`src/dpdc_defines.svh`:
```
// constants for the drive process data codec: field positions, codes, limits
// assumes inclusion by the codec and ramp selector modules by bare name
//
// Function
// - control word low three bits equal to 6 request drive enable
// - enable granted only while clockwise or counterclockwise input is active
// - control bit 2 low always stops along the active ramp
// - control bit 6 set during a fault acknowledges and clears it
// - bit 8 releases brake without enable if option switch on, not hoist
// - bit 9 after a stop applies brake and inhibits the output stage
// - speed word is signed fraction, C000 minus full, 4000 plus full
// - three words take ramp from third word, two words use selector switch
// - ramp word is unsigned milliseconds, valid range 100 to 10000
// - ramp time scales a setpoint change of 1500 rpm, 50 Hz
// - input words returned in order status 1, current, status 2
// - output current is signed 16 bit in 0.1 percent of nominal
// - status 1 bits 0,1,2,5 are enabled, ready, accepted, fault; rest of low byte zero
// - with fault set, upper byte of status 1 holds fault number
// - without fault, upper byte holds unit status 0, 2, 4 or 18
// - process data inhibited clears bit 2 and ignores master commands
// - status 2 repeats low flags, bit 8 brake applied, bit 9 ready output
// - status 2 bits 10..12 mirror direction and changeover inputs, 13..15 zero
// - output data applied only when station address is nonzero
`ifndef DPDC_DEFINES_SVH
`define DPDC_DEFINES_SVH

`define DPDC_CTL_CMD_MASK    16'h0007
`define DPDC_CTL_ENABLE      16'h0006
`define DPDC_CTL_STOP_BIT    2
`define DPDC_CTL_RESET_BIT   6
`define DPDC_CTL_BRK_REL_BIT 8
`define DPDC_CTL_BRK_APP_BIT 9

`define DPDC_SPEED_NEG_FULL  16'hC000
`define DPDC_SPEED_POS_FULL  16'h4000

`define DPDC_RAMP_MIN_MS     16'h0064
`define DPDC_RAMP_MAX_MS     16'h2710
`define DPDC_RAMP_REF_RPM    1500

`define DPDC_ST_OUT_EN_BIT   0
`define DPDC_ST_READY_BIT    1
`define DPDC_ST_PD_EN_BIT    2
`define DPDC_ST_FAULT_BIT    5
`define DPDC_ST2_BRAKE_BIT   8
`define DPDC_ST2_RDYOUT_BIT  9
`define DPDC_ST2_CW_BIT      10
`define DPDC_ST2_CCW_BIT     11
`define DPDC_ST2_CHG_BIT     12

`define DPDC_UNIT_AUX_ONLY   8'h00
`define DPDC_UNIT_NO_ENABLE  8'h02
`define DPDC_UNIT_ENABLED    8'h04
`define DPDC_UNIT_MANUAL     8'h12

`endif

```
`src/dpdc_pkg.sv`:
```
// types for the drive process data codec
// assumes the defines header is compiled alongside
package dpdc_pkg;
   typedef logic [15:0] dpdc_word_t;

   typedef enum logic [2:0] {
      DPDC_INHIBIT = 3'b001,
      DPDC_RUN     = 3'b010,
      DPDC_STOP    = 3'b100
   } dpdc_drive_e;
endpackage

```
`src/dpdc_ramp_if.sv`:
```
// carries the ramp word from the codec to the ramp selector
// assumes both ends sit on ref_clk
`timescale 1ns/1ps
interface dpdc_ramp_if;
   logic [15:0] ramp_word;
   logic        three_words;
   logic [15:0] switch_ms;
   logic [15:0] ramp_ms;
   modport codec (output ramp_word, output three_words, output switch_ms, input ramp_ms);
   modport sel   (input ramp_word, input three_words, input switch_ms, output ramp_ms);
endinterface

```
`src/dpdc_codec.sv`:
```
// drive process data codec: decodes output words, builds input words
// assumes word strobe and data arrive from same-clock framing logic;
// switch and terminal inputs are asynchronous and synchronised here
`include "dpdc_defines.svh"
`timescale 1ns/1ps
module dpdc_codec
   import dpdc_pkg::*;
#(
   parameter int ADDR_W = 4
)(
   // clock and reset
   input  wire logic              ref_clk,
   input  wire logic              rst,
   // process output words from the master
   input  wire logic              po_valid,
   input  wire logic              po_three_words,
   input  wire logic [15:0]       control_out_word,
   input  wire logic [15:0]       speed_setpoint_word,
   input  wire logic [15:0]       ramp_time_word,
   // local configuration, asynchronous
   input  wire logic [ADDR_W-1:0] station_address,
   input  wire logic              brake_release_option_switch,
   input  wire logic              hoist_mode,
   input  wire logic [15:0]       ramp_selector_switch,
   input  wire logic              process_data_inhibit,
   // terminals and drive state, asynchronous
   input  wire logic              clockwise_input_flag,
   input  wire logic              counterclockwise_input_flag,
   input  wire logic              setpoint_changeover_input_flag,
   input  wire logic              aux_supply_only,
   input  wire logic              manual_mode,
   input  wire logic              inverter_ready,
   input  wire logic              fault_event,
   input  wire logic [7:0]        fault_number,
   // drive measurement, same clock, registered once
   input  wire logic [15:0]       output_current_word,
   // commands to the drive
   output logic                   output_stage_enable,
   output logic                   stop_on_ramp,
   output logic                   brake_output_flag,
   output logic                   ready_output_flag,
   output logic                   fault_present,
   output logic signed [15:0]     speed_command,
   output logic [15:0]            active_ramp_ms,
   // process input words, returned in this order
   output logic [15:0]            primary_status_word,
   output logic [15:0]            current_status_word,
   output logic [15:0]            secondary_status_word
);
   // ---------------------------------------------------------------
   // input synchronisers
   // ---------------------------------------------------------------
   // address, ten single flags, fault number and ten switch bits
   localparam int SN = ADDR_W + 28;
   logic [SN-1:0] sync1;
   logic [SN-1:0] sync2;
   wire  [SN-1:0] raw = {station_address,
                         brake_release_option_switch,
                         hoist_mode,
                         process_data_inhibit,
                         clockwise_input_flag,
                         counterclockwise_input_flag,
                         setpoint_changeover_input_flag,
                         aux_supply_only,
                         manual_mode,
                         inverter_ready,
                         fault_event,
                         fault_number,
                         ramp_selector_switch[9:0]};
   always_ff @(posedge ref_clk or posedge rst) begin
      if (rst) begin
         sync1 <= '0;
         sync2 <= '0;
      end else begin
         sync1 <= raw;
         sync2 <= sync1;
      end
   end
   // switch code is static; only low ten bits carried, enough for 1023 ms
   wire [ADDR_W-1:0] s_addr   = sync2[SN-1 -: ADDR_W];
   wire              s_brkopt = sync2[27];
   wire              s_hoist  = sync2[26];
   wire              s_inhib  = sync2[25];
   wire              s_cw     = sync2[24];
   wire              s_ccw    = sync2[23];
   wire              s_chg    = sync2[22];
   wire              s_aux    = sync2[21];
   wire              s_manual = sync2[20];
   wire              s_ready  = sync2[19];
   wire              s_fevt   = sync2[18];
   wire [7:0]        s_fnum   = sync2[17:10];
   wire [15:0]       s_sw_ms  = {6'h00, sync2[9:0]};

   // ---------------------------------------------------------------
   // command decode
   // ---------------------------------------------------------------
   wire pd_enabled  = !s_inhib && (s_addr != '0);
   wire take        = po_valid && pd_enabled;
   wire dir_ok      = s_cw || s_ccw;
   wire cmd_enable  = (control_out_word & `DPDC_CTL_CMD_MASK) == `DPDC_CTL_ENABLE;
   wire cmd_stop    = !control_out_word[`DPDC_CTL_STOP_BIT];
   wire cmd_reset   = control_out_word[`DPDC_CTL_RESET_BIT];
   wire cmd_brk_rel = control_out_word[`DPDC_CTL_BRK_REL_BIT];
   wire cmd_brk_app = control_out_word[`DPDC_CTL_BRK_APP_BIT];
   // unassigned bits are expected zero from the master and simply ignored

   logic [15:0]  ctl;
   logic         fault;
   logic [7:0]   fnum;
   dpdc_drive_e  state;
   dpdc_drive_e  next_state;
   logic         brake_applied;

   always_ff @(posedge ref_clk or posedge rst) begin
      if (rst) begin
         ctl           <= 16'h0000;
         speed_command <= 16'sh0000;
      end else if (take) begin
         ctl           <= control_out_word;
         speed_command <= speed_setpoint_word;
      end
   end

   // fault: event set wins over acknowledge
   wire fault_ack = take && cmd_reset && fault;
   always_ff @(posedge ref_clk or posedge rst) begin
      if (rst) begin
         fault <= 1'b0;
         fnum  <= 8'h00;
      end else if (s_fevt) begin
         fault <= 1'b1;
         fnum  <= s_fnum;
      end else if (fault_ack) begin
         fault <= 1'b0;
      end
   end

   // ---------------------------------------------------------------
   // drive state
   // ---------------------------------------------------------------
   wire c_enable = (ctl & `DPDC_CTL_CMD_MASK) == `DPDC_CTL_ENABLE;
   wire c_stop   = !ctl[`DPDC_CTL_STOP_BIT];
   wire c_app    = ctl[`DPDC_CTL_BRK_APP_BIT];
   wire c_rel    = ctl[`DPDC_CTL_BRK_REL_BIT];
   wire can_run  = c_enable && dir_ok && !fault;

   always_comb begin
      next_state = state;
      unique case (state)
         DPDC_INHIBIT: if (can_run) next_state = DPDC_RUN;
         DPDC_RUN:     if (c_stop || !dir_ok || fault) next_state = DPDC_STOP;
                       else if (!c_enable) next_state = DPDC_STOP;
         DPDC_STOP:    if (c_app || fault) next_state = DPDC_INHIBIT;
                       else if (can_run) next_state = DPDC_RUN;
      endcase
   end

   always_ff @(posedge ref_clk or posedge rst) begin
      if (rst) state <= DPDC_INHIBIT;
      else     state <= next_state;
   end

   wire rel_no_en = s_brkopt && !s_hoist && c_rel;
   always_ff @(posedge ref_clk or posedge rst) begin
      if (rst) brake_applied <= 1'b1;
      else     brake_applied <= !(next_state != DPDC_INHIBIT || rel_no_en);
   end

   assign output_stage_enable = state != DPDC_INHIBIT;
   assign stop_on_ramp        = state == DPDC_STOP;
   assign brake_output_flag   = brake_applied;
   assign fault_present       = fault;

   // ---------------------------------------------------------------
   // ramp selection
   // ---------------------------------------------------------------
   logic [15:0] ramp_word;
   logic        three_words;
   always_ff @(posedge ref_clk or posedge rst) begin
      if (rst) begin
         ramp_word   <= `DPDC_RAMP_MAX_MS;
         three_words <= 1'b0;
      end else if (take) begin
         ramp_word   <= ramp_time_word;
         three_words <= po_three_words;
      end
   end

   dpdc_ramp_if rif ();
   assign rif.ramp_word   = ramp_word;
   assign rif.three_words = three_words;
   assign rif.switch_ms   = s_sw_ms;
   dpdc_ramp_sel u_ramp (.rif(rif));
   always_ff @(posedge ref_clk or posedge rst) begin
      if (rst) active_ramp_ms <= `DPDC_RAMP_MAX_MS;
      else     active_ramp_ms <= rif.ramp_ms;
   end

   // ---------------------------------------------------------------
   // status words
   // ---------------------------------------------------------------
   wire [7:0] unit_code = s_manual ? `DPDC_UNIT_MANUAL :
                          s_aux    ? `DPDC_UNIT_AUX_ONLY :
                          output_stage_enable ? `DPDC_UNIT_ENABLED : `DPDC_UNIT_NO_ENABLE;
   wire [7:0] hi_byte   = fault ? fnum : unit_code;
   wire [7:0] lo_flags  = {2'b00, fault, 2'b00, pd_enabled, s_ready, output_stage_enable};
   wire rdy_out         = s_ready && !fault;
   wire [15:0] st2      = {3'b000, s_chg, s_ccw, s_cw, rdy_out, brake_applied, lo_flags};

   always_ff @(posedge ref_clk or posedge rst) begin
      if (rst) begin
         primary_status_word   <= 16'h0000;
         current_status_word   <= 16'h0000;
         secondary_status_word <= 16'h0000;
         ready_output_flag     <= 1'b0;
      end else begin
         primary_status_word   <= {hi_byte, lo_flags};
         current_status_word   <= output_current_word;
         secondary_status_word <= st2;
         ready_output_flag     <= rdy_out;
      end
   end

   // ---------------------------------------------------------------
   // checks
   // ---------------------------------------------------------------
   a_enable_needs_dir: assert property (@(posedge ref_clk) disable iff (rst)
      $rose(output_stage_enable) |-> $past(dir_ok)) else $error("enabled without direction");
   a_stop_leaves_run: assert property (@(posedge ref_clk) disable iff (rst)
      (state == DPDC_RUN && c_stop) |=> state == DPDC_STOP) else $error("stop not taken");
   a_fault_ack_clears: assert property (@(posedge ref_clk) disable iff (rst)
      (fault_ack && !s_fevt) |=> !fault) else $error("fault not cleared");
   a_brake_apply_inh: assert property (@(posedge ref_clk) disable iff (rst)
      (state == DPDC_STOP && c_app) |=> state == DPDC_INHIBIT ##1 brake_applied) else $error("brake apply");
   a_brake_rel_opt: assert property (@(posedge ref_clk) disable iff (rst)
      rel_no_en |=> !brake_applied) else $error("brake not released");
   a_ramp_in_range: assert property (@(posedge ref_clk) disable iff (rst)
      three_words |=> (active_ramp_ms >= `DPDC_RAMP_MIN_MS && active_ramp_ms <= `DPDC_RAMP_MAX_MS))
      else $error("ramp out of range");
   a_inhibit_ignores: assert property (@(posedge ref_clk) disable iff (rst)
      !pd_enabled |=> $stable(ctl) && $stable(speed_command)) else $error("command taken while inhibited");
   a_status_fault_byte: assert property (@(posedge ref_clk) disable iff (rst)
      fault |=> primary_status_word[`DPDC_ST_FAULT_BIT] && primary_status_word[15:8] == $past(fnum))
      else $error("fault byte wrong");
   a_status_pd_bit: assert property (@(posedge ref_clk) disable iff (rst)
      1'b1 |=> primary_status_word[`DPDC_ST_PD_EN_BIT] == $past(pd_enabled)) else $error("pd bit wrong");
   a_status2_mirror: assert property (@(posedge ref_clk) disable iff (rst)
      1'b1 |=> secondary_status_word[7:0] == primary_status_word[7:0] && secondary_status_word[15:13] == 3'b000)
      else $error("status 2 mirror");
   a_status1_rsvd: assert property (@(posedge ref_clk) disable iff (rst)
      1'b1 |=> primary_status_word[7:6] == 2'b00 && primary_status_word[4:3] == 2'b00)
      else $error("status 1 reserved bits set");
   a_unit_code_en: assert property (@(posedge ref_clk) disable iff (rst)
      (!fault && !s_manual && !s_aux) |=> primary_status_word[15:8] ==
      ($past(output_stage_enable) ? `DPDC_UNIT_ENABLED : `DPDC_UNIT_NO_ENABLE))
      else $error("unit code wrong");
   a_status2_inputs: assert property (@(posedge ref_clk) disable iff (rst)
      1'b1 |=> secondary_status_word[12:10] == $past({s_chg, s_ccw, s_cw}))
      else $error("status 2 inputs wrong");
   a_current_pass: assert property (@(posedge ref_clk) disable iff (rst)
      1'b1 |=> current_status_word == $past(output_current_word))
      else $error("current word wrong");
   a_speed_take: assert property (@(posedge ref_clk) disable iff (rst)
      take |=> speed_command == $past(speed_setpoint_word))
      else $error("speed not taken");
   a_switch_ramp: assert property (@(posedge ref_clk) disable iff (rst)
      !three_words |=> active_ramp_ms == $past(s_sw_ms))
      else $error("switch ramp not used");

   c_run_seen:   cover property (@(posedge ref_clk) disable iff (rst) state == DPDC_RUN);
   c_stop_brake: cover property (@(posedge ref_clk) disable iff (rst) state == DPDC_STOP ##1 state == DPDC_INHIBIT);
   c_fault_ack:  cover property (@(posedge ref_clk) disable iff (rst) fault ##1 !fault);
   c_rel_no_en:  cover property (@(posedge ref_clk) disable iff (rst) rel_no_en && state == DPDC_INHIBIT);
   c_three_take: cover property (@(posedge ref_clk) disable iff (rst) take && po_three_words);
endmodule

```
`src/dpdc_ramp_sel.sv`:
```
// chooses the active ramp time in milliseconds; clamps only the third-word ramp
// assumes a synchronous caller on ref_clk; purely combinational
`include "dpdc_defines.svh"
`timescale 1ns/1ps
module dpdc_ramp_sel
   import dpdc_pkg::*;
(
   dpdc_ramp_if.sel rif
);
   wire        too_low  = rif.ramp_word < `DPDC_RAMP_MIN_MS;
   wire        too_high = rif.ramp_word > `DPDC_RAMP_MAX_MS;
   wire [15:0] clamped  = too_low  ? `DPDC_RAMP_MIN_MS :
                          too_high ? `DPDC_RAMP_MAX_MS : rif.ramp_word;
   // times count a 1500 rpm step in both paths, so no rescale here
   assign rif.ramp_ms = rif.three_words ? clamped : rif.switch_ms;
endmodule

```
`config.mk`:
```
export PLATFORM = sky130hd
export DESIGN_NAME = dpdc_codec
export DESIGN_NICKNAME = d
export VERILOG_FILES = /design/src/dpdc_pkg.sv /design/src/dpdc_ramp_if.sv /design/src/dpdc_codec.sv /design/src/dpdc_ramp_sel.sv
export VERILOG_INCLUDE_DIRS = /design/src
export SDC_FILE = /design/constraint.sdc
export NUM_CORES = 1
export LEC_CHECK = 0
export BUFFER_PORTS_ARGS = -buffer_cell sky130_fd_sc_hd__buf_2
export CAP_MARGIN = 10
export CORE_ASPECT_RATIO = 0.5
export CORE_MARGIN = 4
export CORE_UTILIZATION = 50
export CTS_CLUSTER_SIZE = 8
export DETAILED_ROUTE_END_ITERATION = 7
export PLACE_DENSITY = 0.8
export SLEW_MARGIN = 20
export SYNTH_ARGS = -nofsm -noshare
export SYNTH_HDL_FRONTEND = slang
export SYNTH_SLANG_ARGS = --single-unit
```
`constraint.sdc`:
```
create_clock -name ref_clk -period 11.5 [get_ports ref_clk]
set_clock_uncertainty 0.05 [all_clocks]
set_input_delay 2.3 -clock ref_clk [delete_from_list [all_inputs] [get_ports ref_clk]]
set_output_delay 2.3 -clock ref_clk [all_outputs]
set_load 0.005 [all_outputs]
```
After elaboration in Yosys (flattened, before gate mapping)
Cells that the tools add are included.
{ "word_totals": {"regBits": 174, "elab_cells": 59, "in_bits": 106, "output_inout_bits": 85} }
{ "classes": {"n_lt_le_gt_ge": 2, "n_eq_ne": 6, "mux": 14, "reduce_logical": 22} }
{ "ops": {"columns": ["operator", "count"], "rows": [
  ["two-way mux 16 bit", 3],
  ["two-way mux 3 bit", 6],
  ["greater-than comparator 16 x 14 -> 1 bit (second input constant)", 1],
  ["less-than comparator 16 x 7 -> 1 bit (second input constant)", 1],
  ["logical AND 1 bit", 9],
  ["one-hot mux 3 bit (3 select lines)", 1],
  ["two-way mux 8 bit", 1],
  ["equality test 3 bit (second input constant)", 2],
  ["logical NOT 1 bit", 6],
  ["inequality test 3 x 1 -> 1 bit (second input constant)", 2],
  ["logical OR 1 bit", 5],
  ["two-way mux 5 bit", 1],
  ["nonzero test 4 bit", 1],
  ["equality test 3 x 1 -> 1 bit (second input constant)", 1],
  ["equality test 3 x 2 -> 1 bit (second input constant)", 1],
  ["two-way mux 1 bit", 2],
  ["nonzero test 2 bit", 1]
]} }

Depth between registers and ports, before layout
{ "depth": {"depth_word": 9, "ltp_mapped": 6, "ltp_nobuf": 4} }

Hierarchy
A second synthesis with hierarchy kept.
{ "unflattened": {"cells_unflattened": 336, "hier_area_um2": 5482.8} }
{ "modules_own_cells": {"columns": ["module", "seq_area_each_um2", "area_per_inst_um2", "cells_per_inst", "n_inst"], "rows": [
  ["dpdc_codec", 4119.0, 5084.9, 275, 1],
  ["dpdc_ramp_sel", 0.0, 397.9, 61, 1]
]} }

Worst setup path before layout
Ideal clock, no wire load.
{ "synth_timing": {"path_type": "input port to flip-flop", "start": "input po_valid", "end": "register speed_command[10]", "required_time_ps": 11325, "arrival_ps": 3512, "path_buffers": 2, "path_stages": 4, "setup_time_ps": 125, "path_slack_ps": 7813, "path_cell_list": "nor3b_1 > clkbuf_1 > buf_2 > mux2_2"} }
{ "synth_via": {"elab_chain_cells": 1} }
{ "synth_rtl": {"columns": ["element", "line_no", "rtl"], "rows": [
  ["from (decl)", "dpdc_codec.sv:15", "input wire logic po_valid,"],
  ["logical AND 1 bit", "dpdc_codec.sv:98", "wire take = po_valid && pd_enabled;"],
  ["to (signal assigned)", "dpdc_codec.sv:120", "speed_command <= speed_setpoint_word;"],
  ["to (decl)", "dpdc_codec.sv:43", "output logic signed [15:0] speed_command,"]
]} }
No other way between the ends.
A chain may end at the register's enable or synchronous reset.

Worst setup path in the final report
{ "layout_timing": {"start": "register state[0]", "end": "output output_stage_enable"} }
{ "layout_via": {"elab_chain_cells": 1} }
{ "layout_rtl": {"columns": ["element", "line_no", "rtl"], "rows": [
  ["from (decl)", "dpdc_codec.sv:110", "dpdc_drive_e state;"],
  ["from (signal assigned)", "dpdc_codec.sv:160", "else state <= next_state;"],
  ["inequality test 3 x 1 -> 1 bit", "dpdc_codec.sv:169", "assign output_stage_enable = state != DPDC_INHIBIT;"],
  ["to (decl)", "dpdc_codec.sv:38", "output logic output_stage_enable,"]
]} }
No other way between the ends.

==> reports/results.ini <==
[placement]
place_inst = 616
gp_congestion = 0.7631
dp_hpwl_mm = 6.972
placed_area_mm2 = 0.006254
port-buffer-count = 163

[timing]
finalCriticalPeriod_ns = 4.003
whs_ns = 0.2969
slew_viol_final = 0
slew_headroom = 0.5279
finalSetupTns_ns = 0
setup_violations = 0
worst_pin_slew_ns = 0.7082
finalCritPeriodShare = 0.3481
hold_viol_final = 0
rsz0062_at_grt = false
max_freq_ghz = 0.2498

[critical_path]
worst_setup_path_end_kind = output pin
cp.arrival_ns = 1.65
setup.worst_path.start_class = flop
crit_required_ns = 9.15
path_class = reg -> out
worst-path-max-fanout = 7

[layout]
layout_commonest_cell = buf_2
final-instance-count-excl-fill = 648
nNetsFinal = 601
design_area_mm2 = 0.006840
area_growth_pct = 27.79
antenna_cells = 0
final_layout_size_suffix_gt1_frac = 0.5217
final_cell_mix = buf_2, dfrtp_1, mux2_2

[logic_synthesis]
postSynthAreaPerCell_um2 = 16.57
syn_area_mm2 = 0.005353
synth.distinct_cells = 43
ys_seq_area_frac = 0.7695
syn_inst = 323
ys_ff_latch = 164
ys.warnings.count = 0

[grt]
antenna_found_initial = 0
grt_pass1_wl_mm = 16.13
grt_max_degree = 84
track_usage = 0.1670
grt_pass1_vias = 3206
overflow = 0

[die]
rows = 26
core_mm2 = 0.01031
initial_core_util = 0.5190
ios = 191
chipWidth_um = 154.3
fp.dieH_um = 81.16
dieArea_mm2 = 0.01253

[run_status]
status = complete, no violations

[route]
vias = 3065
vias_per_cell = 4.730
drt_iter0_drc = 147
wl_per_cell_um = 15.30
drc = 0
drt_first_pass_iters = 4
ant_nets = 0
wl_mm = 9.913

[cts]
hold_buffers = 0
cts.sinks = 164
cts_tree = done
clkSlewWorstSetupHoldPaths_ns = 0.06
cts_buffers = 17
clock_latency_ns = 0.41
htreeDepth = 4
cts_buffer_depth = 2
cts_resized = 0
post-cts-setup-buffers = 0
cts-root-buf = clkbuf_16

[power_and_ir_drop]
peakVddDrop_uv = 114.5
p_total_mw = 1.323
power_density_mw_per_mm2 = 193.4
p_leak_nw = 3.270

[run]
cap_violations = 0

[min_path]
hold_path_class = reg -> reg

[kinds of logic after synthesis]
group           count (synthesis)  synth area share
buf+inv                        32           0.03553
mux                            47           0.09888
flops                         164            0.7695
other cells                     1         0.0007006
simple gates                   48           0.05096
compound gates                 31           0.04441
[cells in the mapped netlist]
library cell	count	share of area
a21o_1	1	0.0014
a21oi_1	5	0.0047
a22o_1	1	0.0016
a31oi_1	2	0.0023
a41o_1	1	0.0019
a41oi_2	1	0.0030
and2_1	7	0.0082
and3_1	2	0.0023
and4b_1	1	0.0019
buf_2	1	0.00093
buf_4	17	0.024
clkbuf_1	5	0.0035
conb_1	1	0.00070
dfrtp_1	152	0.71
dfstp_2	12	0.059
dlygate4sd1_1	1	0.0016
inv_1	8	0.0056
mux2_2	47	0.099
nand2_1	6	0.0042
nand2b_1	1	0.0012
nand3_1	1	0.00093
nand3b_1	1	0.0014
nand4_1	1	0.0012
nor2_1	11	0.0077
nor2b_1	4	0.0047
nor3_1	2	0.0019
nor3b_1	1	0.0014
nor4_1	3	0.0035
nor4bb_1	1	0.0019
o21a_1	2	0.0028
o21ai_0	4	0.0037
o21ai_1	4	0.0037
o22ai_1	4	0.0047
o311a_1	2	0.0037
o311a_4	1	0.0040
o32ai_1	1	0.0016
o41a_1	1	0.0021
o41ai_2	1	0.0030
or2_2	2	0.0023
or3_1	1	0.0012
or3b_2	1	0.0016
or4_1	1	0.0014
or4_4	1	0.0021
[metal layers]
metal  GRT usage  vias to the layer above  share of wire
li1            -                     1429              -
met1      0.2010                     1529           0.39
met2      0.2870                       90           0.54
met3     0.05003                       17          0.054
met4     0.07137                        0          0.018
met5           0                        -              0
[per-stage QoR]
step	utilization	setup slack (ns)
final	0.6633	7.497
after CTS	0.6629	7.466
after detailed placement	0.6064	7.433
after global routing	0.6633	7.437
after global placement	0.6064	7.484
after floorplan	-	4.737
[power breakdown]
part | switching [mW] | leakage (nW) | internal (mW)
clock | 0.232 | 0.274 | 0.310
combinational | 0.0543 | 1.08 | 0.0626
sequential | 0.0289 | 1.91 | 0.634
total | 0.315 | 3.27 | 1.01
[final timing paths]
path                          startpoint                endpoint  cells after the start  slack [ns]
max reg2reg                ramp_word[11]       active_ramp_ms[2]                      4        9.42
min reg2reg                    sync1[28]               sync2[28]                      0        0.30
min in group asynchronous            rst  current_status_word[6]                      2        1.95
min                            sync1[28]               sync2[28]                      0        0.30
max in group asynchronous            rst                 fnum[4]                      3        8.30
max                             state[0]     output_stage_enable                      2        7.50
[worst max-delay path, cell delays in order, from the launching register on]
cell	delay, ns
dfstp_2	0.58
or3b_2	0.52
buf_2	0.16
[registers in the layout, indices dropped and copies added (netlist names)]
name,count
ramp_word,16
fnum,8
active_ramp_ms,16
sync2,32
primary_status_word,8
secondary_status_word,9
state,3
sync1,32
brake_output_flag,1
fault_present,1
rif.three_words,1
ctl,5
speed_command,16
current_status_word,16
[layout make-up]
class | count | area [um2]
tap | 140 | 175.2
fill | 738 | 3472
clock inverter | 14 | 143.9
inverter | 8 | 35.03
sequential | 164 | 4119
clock buffer | 18 | 439.2
timing repair buffer | 165 | 834.6
multi-input combinational | 139 | 1094
No activity file was read; power rests on OpenSTA's default activity.
